**src/logic/fbcs_defs.svh**
```systemverilog
// Constants for the flash burst configuration sequencer
`ifndef FBCS_DEFS_SVH
`define FBCS_DEFS_SVH
`define FBCS_CFG_RESET        16'h8000
`define FBCS_CTL_IDLE         6'h3e
`define FBCS_CFG_WRITE_MASK   16'hbbcf
`define FBCS_LEN_FOUR         3'h1
`define FBCS_LEN_EIGHT        3'h2
`define FBCS_LEN_CONT         3'h7
`define FBCS_LAT_MIN          3'h2
`define FBCS_LAT_MAX          3'h6
`define FBCS_LAT_BIAS         4'h2
`define FBCS_CMD_READ_ARRAY   8'hff
`define FBCS_CMD_SIGNATURE    8'h90
`define FBCS_CMD_CFG_SETUP    8'h60
`define FBCS_SIG_MAKER_ADDR   3'h0
`define FBCS_SIG_DEVICE_ADDR  3'h1
`define FBCS_SIG_CFG_ADDR     3'h5
`define FBCS_WAIT_EDGES       4'h2
`endif

```
**src/logic/fbcs_pkg.sv**
```systemverilog
// Types for the flash burst configuration sequencer
package fbcs_pkg;
    typedef struct packed {
        logic       read_select_bit;
        logic       latency_high_reserved_bit;
        logic [2:0] first_access_latency_field;
        logic       reserved_bit_ten;
        logic       inter_beat_latency_bit;
        logic       ready_timing_bit;
        logic       burst_ordering_bit;
        logic       active_edge_bit;
        logic [1:0] reserved_mid_bits;
        logic       wrap_disable_bit;
        logic [2:0] burst_length_field;
    } fbcs_cfg_t;

    typedef struct packed {
        logic chip_en_n;
        logic out_en_n;
        logic wr_en_n;
        logic latch_n;
        logic adv_n;
        logic burst_clk;
    } fbcs_ctl_t;

    typedef enum logic [1:0] {
        FBCS_MODE_ARRAY,
        FBCS_MODE_SIG,
        FBCS_MODE_CFG_SETUP
    } fbcs_mode_t;

    typedef enum logic [1:0] {
        FBCS_ST_IDLE,
        FBCS_ST_LAT,
        FBCS_ST_DATA,
        FBCS_ST_WAIT
    } fbcs_state_t;
endpackage

```
**src/logic/fbcs_top.sv**
```systemverilog
// Burst configuration register, command decode and burst address sequencer
// Notes on behaviour
// - Length code sets four, eight or continuous
// - Four/eight both orders; continuous sequential only
// - Aligned continuous burst never drops ready
// - Unaligned continuous burst drops ready for fetch
// - Continuous and no-wrap drop ready when delayed
// - Read select: 0 burst, 1 async, reset 1
// - Latency codes 010..110 give 4..8 clocks
// - Inter-beat bit: data every one or two
// - Ready timing bit moves low one cycle earlier
// - Active edge bit: 0 falling, 1 rising
// - Four-word order sequential or start xor beat
// - Eight-word order modulo eight; continuous linear
// - Bus writes go to command decode, except the data write after config setup
// - Read-array command selects array data reads
// - Signature command returns codes or configuration
// - Ordering bit: 0 interleaved, 1 sequential
// - Wrap disable bit: 0 wrap, 1 cross
// - Ready low stops data and address advance
// - Configuration kept until rewrite, reset, power-down
`include "fbcs_defs.svh"
module fbcs_top
    import fbcs_pkg::*;
#(
    parameter int          ADDR_W     = 19,
    parameter int          DATA_W     = 32,
    parameter logic [15:0] MAKER_CODE = 16'h00a5, // Arbitrary value
    parameter logic [15:0] DEVICE_CODE = 16'h5a01 // Arbitrary value
) (
    // Clock and reset
    input  wire logic              sys_clk,
    input  wire logic              reset_n,
    // Flash pins
    input  wire logic              chip_en_n,
    input  wire logic              out_en_n,
    input  wire logic              wr_en_n,
    input  wire logic              latch_n,
    input  wire logic              adv_n,
    input  wire logic              burst_clk,
    input  wire logic              rp_n,
    input  wire logic [ADDR_W-1:0] addr,
    input  wire logic [DATA_W-1:0] dq_in,
    output logic      [DATA_W-1:0] dq_out,
    output logic                   dq_oe,
    output logic                   ready,
    // Array read port
    output logic      [ADDR_W-1:0] arr_addr,
    input  wire logic [DATA_W-1:0] arr_data,
    // Configuration view
    output logic      [15:0]       cfg_out
);
    // Reset release
    logic rst_s1_q;
    logic rst_n_q;
    always_ff @(posedge sys_clk or negedge reset_n) begin
        if (!reset_n) begin
            rst_s1_q <= 1'b0;
            rst_n_q  <= 1'b0;
        end else begin
            rst_s1_q <= 1'b1;
            rst_n_q  <= rst_s1_q;
        end
    end

    // Pin synchronisers; stage one feeds only stage two
    fbcs_ctl_t         ctl_s1_q, ctl_q, ctl_prev_q;
    logic              rp_s1_q, rp_q;
    logic [ADDR_W-1:0] addr_s1_q, addr_q;
    logic [DATA_W-1:0] dq_s1_q, dq_q;
    always_ff @(posedge sys_clk or negedge rst_n_q) begin
        if (!rst_n_q) begin
            // Idle pin levels with burst clock low, so no false edge follows reset
            ctl_s1_q   <= fbcs_ctl_t'(`FBCS_CTL_IDLE);
            ctl_q      <= fbcs_ctl_t'(`FBCS_CTL_IDLE);
            ctl_prev_q <= fbcs_ctl_t'(`FBCS_CTL_IDLE);
            rp_s1_q    <= 1'b0;
            rp_q       <= 1'b0;
            addr_s1_q  <= '0;
            addr_q     <= '0;
            dq_s1_q    <= '0;
            dq_q       <= '0;
        end else begin
            ctl_s1_q   <= '{chip_en_n, out_en_n, wr_en_n, latch_n, adv_n, burst_clk};
            ctl_q      <= ctl_s1_q;
            ctl_prev_q <= ctl_q;
            rp_s1_q    <= rp_n;
            rp_q       <= rp_s1_q;
            addr_s1_q  <= addr;
            addr_q     <= addr_s1_q;
            dq_s1_q    <= dq_in;
            dq_q       <= dq_s1_q;
        end
    end

    // Next address of a burst from the current one
    function automatic logic [ADDR_W-1:0] burst_next(input logic [ADDR_W-1:0] cur,
                                                     input logic [2:0]        start,
                                                     input logic [2:0]        beat,
                                                     input fbcs_cfg_t         cfg);
        logic [2:0] mask;
        logic [2:0] off;
        mask = (cfg.burst_length_field == `FBCS_LEN_EIGHT) ? 3'h7 : 3'h3;
        off  = cfg.burst_ordering_bit ? ((start + beat) & mask) : ((start ^ beat) & mask);
        if (burst_linear(cfg)) begin
            burst_next = cur + {{(ADDR_W-1){1'b0}}, 1'b1};
        end else begin
            burst_next = {cur[ADDR_W-1:3], (cur[2:0] & ~mask) | off};
        end
    endfunction

    // Linear stepping: no wrap, or continuous length
    function automatic logic burst_linear(input fbcs_cfg_t cfg);
        burst_linear = cfg.wrap_disable_bit || (cfg.burst_length_field == `FBCS_LEN_CONT);
    endfunction

    // Latency code to clocks; reserved codes clamp into the legal range
    function automatic logic [3:0] lat_clocks(input logic [2:0] code);
        logic [2:0] c;
        c = code;
        if (c < `FBCS_LAT_MIN) begin
            c = `FBCS_LAT_MIN;
        end
        if (c > `FBCS_LAT_MAX) begin
            c = `FBCS_LAT_MAX;
        end
        lat_clocks = {1'b0, c} + `FBCS_LAT_BIAS;
    endfunction

    // Command interpreter and configuration
    fbcs_cfg_t  cfg_q, cfg_d;
    fbcs_mode_t mode_q, mode_d;
    logic       wr_done;
    assign wr_done = ctl_q.wr_en_n && !ctl_prev_q.wr_en_n && !ctl_q.chip_en_n;

    always_comb begin
        cfg_d  = cfg_q;
        mode_d = mode_q;
        if (!rp_q) begin
            cfg_d  = fbcs_cfg_t'(`FBCS_CFG_RESET);
            mode_d = FBCS_MODE_ARRAY;
        end else if (wr_done) begin
            if (mode_q == FBCS_MODE_CFG_SETUP) begin
                // Reserved bits are forced to zero whatever the host sends
                cfg_d  = fbcs_cfg_t'(dq_q[15:0] & `FBCS_CFG_WRITE_MASK);
                mode_d = FBCS_MODE_ARRAY;
            end else begin
                case (dq_q[7:0])
                    `FBCS_CMD_READ_ARRAY: mode_d = FBCS_MODE_ARRAY;
                    `FBCS_CMD_SIGNATURE:  mode_d = FBCS_MODE_SIG;
                    `FBCS_CMD_CFG_SETUP:  mode_d = FBCS_MODE_CFG_SETUP;
                    default:              mode_d = mode_q;
                endcase
            end
        end
    end

    always_ff @(posedge sys_clk or negedge rst_n_q) begin
        if (!rst_n_q) begin
            cfg_q  <= fbcs_cfg_t'(`FBCS_CFG_RESET);
            mode_q <= FBCS_MODE_ARRAY;
        end else begin
            cfg_q  <= cfg_d;
            mode_q <= mode_d;
        end
    end

    // Burst sequencer
    fbcs_state_t       state_q, state_d;
    logic [3:0]        cnt_q, cnt_d;
    logic [2:0]        start_q, start_d;
    logic [2:0]        beat_q, beat_d;
    logic [ADDR_W-1:0] cur_q, cur_d;
    logic              ytog_q, ytog_d;
    logic              waited_q, waited_d;
    logic              kedge;
    logic              sync_mode;
    logic              cross_due;

    // Burst clock is sampled, so it must run well below the system clock
    assign kedge     = cfg_q.active_edge_bit ? (ctl_q.burst_clk && !ctl_prev_q.burst_clk)
                                             : (!ctl_q.burst_clk && ctl_prev_q.burst_clk);
    assign sync_mode = !cfg_q.read_select_bit;
    // Unaligned linear burst needs one fetch pause at its first 8-word crossing
    assign cross_due = burst_linear(cfg_q) && (start_q != 3'h0) && !waited_q && (cur_q[2:0] == 3'h7);

    always_comb begin
        state_d  = state_q;
        cnt_d    = cnt_q;
        start_d  = start_q;
        beat_d   = beat_q;
        cur_d    = cur_q;
        ytog_d   = ytog_q;
        waited_d = waited_q;
        if (!rp_q || ctl_q.chip_en_n || !sync_mode) begin
            state_d = FBCS_ST_IDLE;
        end else if (kedge && !ctl_q.latch_n) begin
            state_d  = FBCS_ST_LAT;
            cur_d    = addr_q;
            start_d  = addr_q[2:0];
            beat_d   = 3'h0;
            cnt_d    = lat_clocks(cfg_q.first_access_latency_field) - 4'h1;
            ytog_d   = 1'b0;
            waited_d = 1'b0;
        end else if (kedge) begin
            case (state_q)
                FBCS_ST_LAT: begin
                    if (cnt_q <= 4'h1) begin
                        state_d = FBCS_ST_DATA;
                    end else begin
                        cnt_d = cnt_q - 4'h1;
                    end
                end
                FBCS_ST_DATA: begin
                    if (!ctl_q.adv_n) begin
                        if (cfg_q.inter_beat_latency_bit && !ytog_q) begin
                            ytog_d = 1'b1;
                        end else if (cross_due) begin
                            state_d  = FBCS_ST_WAIT;
                            cnt_d    = `FBCS_WAIT_EDGES;
                            waited_d = 1'b1;
                            ytog_d   = 1'b0;
                        end else begin
                            ytog_d = 1'b0;
                            beat_d = beat_q + 3'h1;
                            cur_d  = burst_next(cur_q, start_q, beat_q + 3'h1, cfg_q);
                        end
                    end
                end
                FBCS_ST_WAIT: begin
                    // Address holds here even with advance low
                    if (cnt_q <= 4'h1) begin
                        state_d = FBCS_ST_DATA;
                        beat_d  = beat_q + 3'h1;
                        cur_d   = burst_next(cur_q, start_q, beat_q + 3'h1, cfg_q);
                    end else begin
                        cnt_d = cnt_q - 4'h1;
                    end
                end
                default: state_d = FBCS_ST_IDLE;
            endcase
        end
    end

    always_ff @(posedge sys_clk or negedge rst_n_q) begin
        if (!rst_n_q) begin
            state_q  <= FBCS_ST_IDLE;
            cnt_q    <= 4'h0;
            start_q  <= 3'h0;
            beat_q   <= 3'h0;
            cur_q    <= '0;
            ytog_q   <= 1'b0;
            waited_q <= 1'b0;
        end else begin
            state_q  <= state_d;
            cnt_q    <= cnt_d;
            start_q  <= start_d;
            beat_q   <= beat_d;
            cur_q    <= cur_d;
            ytog_q   <= ytog_d;
            waited_q <= waited_d;
        end
    end

    // Output stage
    logic [DATA_W-1:0] dq_out_q, dq_out_d;
    logic              dq_oe_q, dq_oe_d;
    logic              ready_q, ready_d;
    logic [ADDR_W-1:0] arr_addr_q, arr_addr_d;
    logic              in_burst;
    assign in_burst = (state_q == FBCS_ST_DATA) || (state_q == FBCS_ST_WAIT);

    always_comb begin
        arr_addr_d = sync_mode ? cur_q : addr_q;
        dq_out_d   = dq_out_q;
        if (in_burst && state_q == FBCS_ST_WAIT) begin
            dq_out_d = dq_out_q;
        end else if (mode_q == FBCS_MODE_SIG) begin
            case (addr_q[2:0])
                `FBCS_SIG_MAKER_ADDR:  dq_out_d = {{(DATA_W-16){1'b0}}, MAKER_CODE};
                `FBCS_SIG_DEVICE_ADDR: dq_out_d = {{(DATA_W-16){1'b0}}, DEVICE_CODE};
                `FBCS_SIG_CFG_ADDR:    dq_out_d = {{(DATA_W-16){1'b0}}, cfg_q};
                default:               dq_out_d = '0;
            endcase
        end else begin
            dq_out_d = arr_data;
        end
        dq_oe_d = rp_q && !ctl_q.chip_en_n && !ctl_q.out_en_n && ctl_q.wr_en_n && (!sync_mode || in_burst);
        ready_d = 1'b1;
        if (state_q == FBCS_ST_WAIT) begin
            ready_d = 1'b0;
        end else if (state_q == FBCS_ST_DATA && cfg_q.ready_timing_bit && cross_due) begin
            ready_d = 1'b0;
        end
    end

    always_ff @(posedge sys_clk or negedge rst_n_q) begin
        if (!rst_n_q) begin
            dq_out_q   <= '0;
            dq_oe_q    <= 1'b0;
            ready_q    <= 1'b1;
            arr_addr_q <= '0;
        end else begin
            dq_out_q   <= dq_out_d;
            dq_oe_q    <= dq_oe_d;
            ready_q    <= ready_d;
            arr_addr_q <= arr_addr_d;
        end
    end

    assign dq_out   = dq_out_q;
    assign dq_oe    = dq_oe_q;
    assign ready    = ready_q;
    assign arr_addr = arr_addr_q;
    assign cfg_out  = cfg_q;
endmodule

```
**config.mk**
```make
export PLATFORM = sky130hd
export DESIGN_NAME = fbcs_top
export DESIGN_NICKNAME = d
export VERILOG_FILES = /design/src/logic/fbcs_pkg.sv /design/src/logic/fbcs_top.sv
export VERILOG_INCLUDE_DIRS = /design/src /design/src/logic
export SDC_FILE = /design/constraint.sdc
export NUM_CORES = 1
export LEC_CHECK = 0
export BUFFER_PORTS_ARGS = -buffer_cell sky130_fd_sc_hd__buf_2
export CORE_ASPECT_RATIO = 1.2
export CORE_MARGIN = 1
export CORE_UTILIZATION = 58
export CTS_CLUSTER_SIZE = 24
export DETAILED_ROUTE_END_ITERATION = 10
export PLACE_DENSITY_LB_ADDON = 0.25
export SLEW_MARGIN = 0
export SYNTH_ARGS = -nofsm -noshare
export SYNTH_HDL_FRONTEND = slang
export SYNTH_SLANG_ARGS = --single-unit
```
**constraint.sdc**
```tcl
create_clock -name sys_clk -period 13.77 [get_ports sys_clk]
set_input_delay 0.6885 -clock sys_clk [delete_from_list [all_inputs] [get_ports sys_clk]]
set_output_delay 0.6885 -clock sys_clk [all_outputs]
set_load 0.01 [all_outputs]
```
==> flow_summary.yaml, run 1 <==
floorplan:
  die_w_um: 104
  coreArea_um2: 12100
  rows: 44
  boundaryPins: 161
  die_height_um: 124
  dieArea_um2: 12900
  start_util_pct: 59.7
critical_path:
  slowest_delay_ps: 710
  start_kind: "flop"
  critPathKind: "reg2reg"
  required_ps: 14070
  path_cells: "nor3b_1 -> o21a_1 -> nand2_1 -> or2_1 -> mux2_1"
  worstPathMaxFanout: 23
  cpMaxStageDelayCell: "dfrtp_1"
  crit_arrival_ps: 3360
  cp-end-kind: "flop"
power:
  ir_drop_mv: 0.119
  p_sw_share_pct: 23.4
  combinationalPowerShare_pct: 8.2
  p_switching_uw: 285
  powerDensity_nw_per_um2: 141
  p_int_uw: 934
  total_power_mw: 1.22
  seq_power_share_pct: 49.7
  p_leak_nw: 4.05
  clockPowerShare_pct: 42.1
sta:
  finalCriticalPeriod_ps: 3050
  fmaxAchievable_ghz: 0.327
  hold_viol_final: 0
  fin_tns_setup_ps: 0
  maxSlewViolCount: 0
  setup_viol: 0
  worst_slack_ps: 10720
  period_share_pct: 22.2
  rsz0062_at_grt: "false"
  slew_headroom_pct: 24.1
  worstMarginPinSlew_ps: 1140
  finClkSkew_ps: 6.85
  fin_hold_ws_ps: 39.3
drt:
  drt_pass1_iterations: 5
  drt-total-wl_um: 16600
  wl_per_cell_um: 18.2
  viasPerCell: 6.01
  antenna_left: 0
  drt_iter0_drc: 293
  num_vias: 5475
  drc: 0
clock_network:
  ctsResizeCount: 0
  htree_num_levels: 4
  clock_sinks: 184
  post-cts-setup-buffers: 0
  clockBufferDepth: 2
  path_clk_slew_ps: 70
  cts_buffers: 17
  hold_buffers: 0
  cts_tree: "yes"
  root_buffer: "clkbuf_16"
  clkLatencyLatePin_ps: 420
synth:
  yosys.area.top_type: "dfrtp_1"
  yosysUniqueCellTypes: 74
  syn_avg_cell_area_um2: 12.0
  syn_area_um2: 7230
  yosysWarnings: 0
  async_flop_share_pct: 100
  synth_flop_cell: "dfrtp_1"
  synth.top_cells.by_area: "dfrtp_1, dfstp_2, nand2_1, mux2_2, a22o_1"
  synth_top_area_share_pct: 59.1
  synth-seq-area-share_pct: 63.9
  synth_cells: 604
  synth_edf_count: 0
  synth_common_cells: "dfrtp_1, nand2_1, nor2_1, nand3_1, o21ai_0"
  synth.most_common_cell: "dfrtp_1"
  yosys_register_bits: 184
min_path:
  worstHoldPathType: "in2async"
flow_run:
  max_cap_violations: 0
status:
  outcome: "complete, no violations"
layout:
  fin_util_pct: 71.5
  n_fill_cell: 865
  drive_gt1_share_pct: 28.7
  final_cells: 911
  synthToLayoutAreaGrowth_pct: 19.7
  multiInputGateArea_um2: 2430
  diodes: 0
  regArea_um2: 4620
  stdcell_area_um2: 8660
  nets: 838
placed_design:
  gp_congestion: 0.851
  place_ws_ps: 10780
  port_buffers: 138
  dpl-instance-area_um2: 8030
  dp_hpwl_um: 11200
  placedCellCount: 879
grt:
  grt_pass1_vias: 5530
  grt_usage_pct: 27.4
  grt_pass1_wl_um: 27400
  overflow: 0
  grt_max_degree: 89
  antenna_found_initial: 0
==> final timing paths <==
kind,cells after the start,from,slack (ps),endpoint
setup reg to reg,5,rp_q,10720,cur_q[1]
hold / removal,1,reset_n,40,rst_s1_q
min in group sys_clk,0,dq_s1_q[1],350,dq_q[1]
max in group asynchronous,2,rst_n_q,11310,rp_s1_q
hold reg to reg,0,rst_n_q,330,addr_s1_q[14]
setup / recovery,5,rp_q,10720,cur_q[1]
==> power by group through the flow <==
stage	Clock, mW	Combinational, mW	Sequential (mW)
floorplan	0	0.0504	0.616
global placement	0	0.0952	0.613
detailed placement	0	0.0990	0.614
CTS	0.520	0.100	0.606
global route	0.541	0.110	0.610
finish	0.514	0.0997	0.606
==> per-layer routing <==
layer	share of wire (%)	global-route usage (%)
met5	0	0
met4	2.8	12.1
met1	38	33.6
met2	53	46.6
met3	6.4	6.12
==> kinds of logic after synthesis <==
logic type               count (synthesis)  synth area share, %
XOR/XNOR                                 3                0.553
AND/OR/NAND/NOR                        200                 13.6
multiplexers                            20                 3.08
flip-flops                             184                 63.9
other                                    2                0.104
buffers and inverters                   43                 2.65
AO/OA/AOI/OAI                          143                 14.5
adder cells (fa/ha/maj)                  9                 1.66
==> state kept, by name, indices dropped and copies added, names as in the netlist, 3 cells and up, named ones only <==
register,count
cfg_out,12
dq_out,32
ctl_s1_q,6
cur_q,18
addr_q,19
ctl_q,6
cnt_q,4
beat_q,3
addr_s1_q,19
arr_addr,19
start_q,3
dq_s1_q,14
dq_q,14
==> layout make-up <==
class	count	share of cell area, %
flip-flops and latches	184	53.4
multi-input cells	380	28.1
repair buffers	142	8.32
clock buffers	22	5.36
well taps	161	2.33
clock inverters	10	1.94
inverters	12	0.520
==> placed cells by master, fill, tap and decap left out, drive strengths merged, types with 3 or more instances in the layout <==
master    n
a22o     18
a32oi     5
nor3b     6
conb      5
nor3     15
inv      15
ha        8
dfrtp   171
o21a      3
nor4      6
nand4     5
or2       3
o32a      7
nand2b    7
o21ai    26
a221oi    6
and3      5
o31a      8
o31ai     9
a31oi    15
nand3    26
mux2     18
and4      3
o311ai    3
a211oi    3
clkbuf   22
nor2     39
o22ai     6
nand2    70
buf     142
bufinv    4
dfstp    13
a21oi    18
==> worst max-delay path, delay by kind of cell (launching register included) <==
family / cells / cell delay, ps
AO/OA/AOI/OAI: 1 / 330
multiplexers: 1 / 400
AND/OR/NAND/NOR: 3 / 1480
flip-flops: 1 / 710
No activity file was read; power rests on OpenSTA's default activity.
==> run 2, diff against run 1 <==
Settings changed: ABC_AREA from default to 1, CORE_UTILIZATION 58 to 49.
Clock period 13.77 ns to 2.6 ns, I/O delays scaled along.
==> run 2 against run 1 <==
Via count up 13%; clock skew rose by 5.9 ps; highest routed layer unchanged; combinational power rose to 6.8 times the previous value; utilization decreased by 6.2 points; register-to-register slack got worse by 10000 ps; clock power rose to 5.3 times the previous value; count of clock-buffer cells in the layout is 5 lower.
==> flow_summary.yaml, run 2 <==
status:
  outcome: "complete, no violations"
flow_run:
  max_cap_violations: 0
sta:
  finClkSkew_ps: 12.7
  worstMarginPinSlew_ps: 583
  setup_viol: 0
  slew_headroom_pct: 61.1
  hold_viol_final: 0
  period_share_pct: 81.6
  fin_hold_ws_ps: 20.5
  finalCriticalPeriod_ps: 2120
  fmaxAchievable_ghz: 0.471
  maxSlewViolCount: 0
  rsz0062_at_grt: "false"
  fin_tns_setup_ps: 0
floorplan:
  rows: 49
  die_height_um: 138
  dieArea_um2: 15900
  die_w_um: 115
  start_util_pct: 50.2
  coreArea_um2: 15000
  boundaryPins: 161
power:
  powerDensity_nw_per_um2: 670
  total_power_mw: 6.57
  ir_drop_mv: 0.478
  p_leak_nw: 4.76
synth:
  synth_edf_count: 0
  yosys.area.top_type: "dfrtp_1"
  synth_flop_cell: "dfrtp_1"
  yosysWarnings: 0
  synth-seq-area-share_pct: 61.3
  syn_area_um2: 7540
  synth_top_area_share_pct: 56.7
  synth_common_cells: "nand2_1, dfrtp_1, o21ai_0, nand3_1, inv_1"
  yosys_register_bits: 184
  synth_cells: 816
  synth.most_common_cell: "nand2_1"
  yosysUniqueCellTypes: 37
  async_flop_share_pct: 100
  synth.top_cells.by_area: "dfrtp_1, nand2_1, o21ai_0, dfstp_2, nand3_1"
  syn_avg_cell_area_um2: 9.24
grt:
  met1_usage_pct: 29.3
  grt_pass1_vias: 5797
  grt_pass1_wl_um: 27700
  grtUsageMet3_pct: 4.59
  met2_usage_pct: 38.5
  antenna_found_initial: 0
  overflow: 0
  grt_max_degree: 58
  grt_usage_pct: 23.0
  grt-busiest-layer: "met2"
clock_network:
  post-cts-setup-buffers: 0
  cts_buffers: 17
  cts_tree: "yes"
  root_buffer: "clkbuf_16"
  htree_num_levels: 4
  clkLatencyLatePin_ps: 440
  clock_sinks: 184
  path_clk_slew_ps: 70
  clockBufferDepth: 2
layout:
  synthToLayoutAreaGrowth_pct: 29.9
  final_cell_mix: "nand2_1, dfrtp_1, buf_2, o21ai_0, dlygate4sd3_1"
  diodes: 0
  final_common_cell: "nand2_1"
  drive_gt1_share_pct: 20.6
  largest_reg_flops: 32
  nets: 1132
placed_design:
  dp_hpwl_um: 11200
  gp_congestion: 0.889
  port_buffers: 138
critical_path:
  path_cells: "inv_1 -> nand3_1 -> nand2_2 -> nand2_2 -> inv_1 -> o21ai_1 -> nor2_4 -> nand2_4 -> nand2_1 -> nand2_1"
  cp-end-kind: "flop"
  required_ps: 2920
  crit_arrival_ps: 2440
  start_kind: "flop"
  cpMaxStageDelayCell: "dfrtp_1"
  critPathKind: "reg2reg"
  slowest_delay_ps: 430
  worstPathMaxFanout: 25
drt:
  drc: 0
  viasPerCell: 4.97
  num_vias: 6198
  drt_iter0_drc: 434
  drt-total-wl_um: 17100
  wl_per_cell_um: 13.7
  antenna_left: 0
  drt_pass1_iterations: 5
min_path:
  worstHoldPathType: "in2reg"
-- run 2: worst max-delay path: cells and delay by family, from the launching register on --
kind / cells / cell delay, ps
AOI/OAI and AO/OA: 1 / 120
and+or+nand+nor: 7 / 1130
buffers and inverters: 2 / 340
DFF: 1 / 430
-- run 2: through the flow --
stage | cell area, um^2 | setup WS, ps | instances | utilization (%)
6_report | 9800 | 479 | 1248 | 65.2
2_1_floorplan | 7560 | 717 | 819 | -
5_1_grt | 9800 | 257 | 1248 | 65.2
3_5_place_dp | 8450 | 504 | 1145 | 56.3
4_1_cts | 9800 | 478 | 1248 | 65.2
3_3_place_gp | 8450 | 529 | 1145 | 56.3
-- run 2: cells by family after synthesis --
kind of cell	Yosys count	share of synthesized area (%)
flops	184	61.3
compound gates	118	8.38
xor+xnor	7	0.813
simple gates	401	22.4
other cells	2	0.0996
fa+ha+maj	9	1.59
buf+inv	95	5.47
-- run 2: cell type report --
cell class                 count  area, um^2
clock buffer                  17         425
clock inverter                15         208
fill                        1211        5220
inverter                      65         245
multi-input combinational    540        2520
sequential                   184        4620
tap                          204         255
timing repair buffer         223        1520
-- run 2: timing repair --
item / in CTS / in global routing
resized for setup: 0 / 0
endpoints found under the hold margin: 71 / 0
hold buffers: 71 / 0
-- run 2: per-layer routing --
metal  routed length [um]  up-vias
met1                 7320     2934
met2                 8630      170
met3                  648       40
met5                    0        -
met4                  484        0
li1                     -     3054
-- run 2: path summary, 6_finish.rpt --
kind | from | endpoint | slack [ps] | cells after the start
setup / recovery | cfg_out[6] | cur_q[7] | 480 | 10
hold / removal | arr_data[3] | dq_out[3] | 20 | 3
setup reg to reg | cfg_out[6] | cur_q[7] | 480 | 10
hold reg to reg | rst_n_q | addr_s1_q[9] | 340 | 0
max in group asynchronous | rst_n_q | ready | 1510 | 1
min in group asynchronous | rst_n_q | addr_s1_q[9] | 340 | 0
-- run 2: report_power, final --
group          switching (mW)  internal (mW)  total, mW
combinational           0.378          0.298      0.676
clock                    1.17           1.56       2.73
sequential              0.123           3.04       3.16
total                    1.67           4.89       6.57
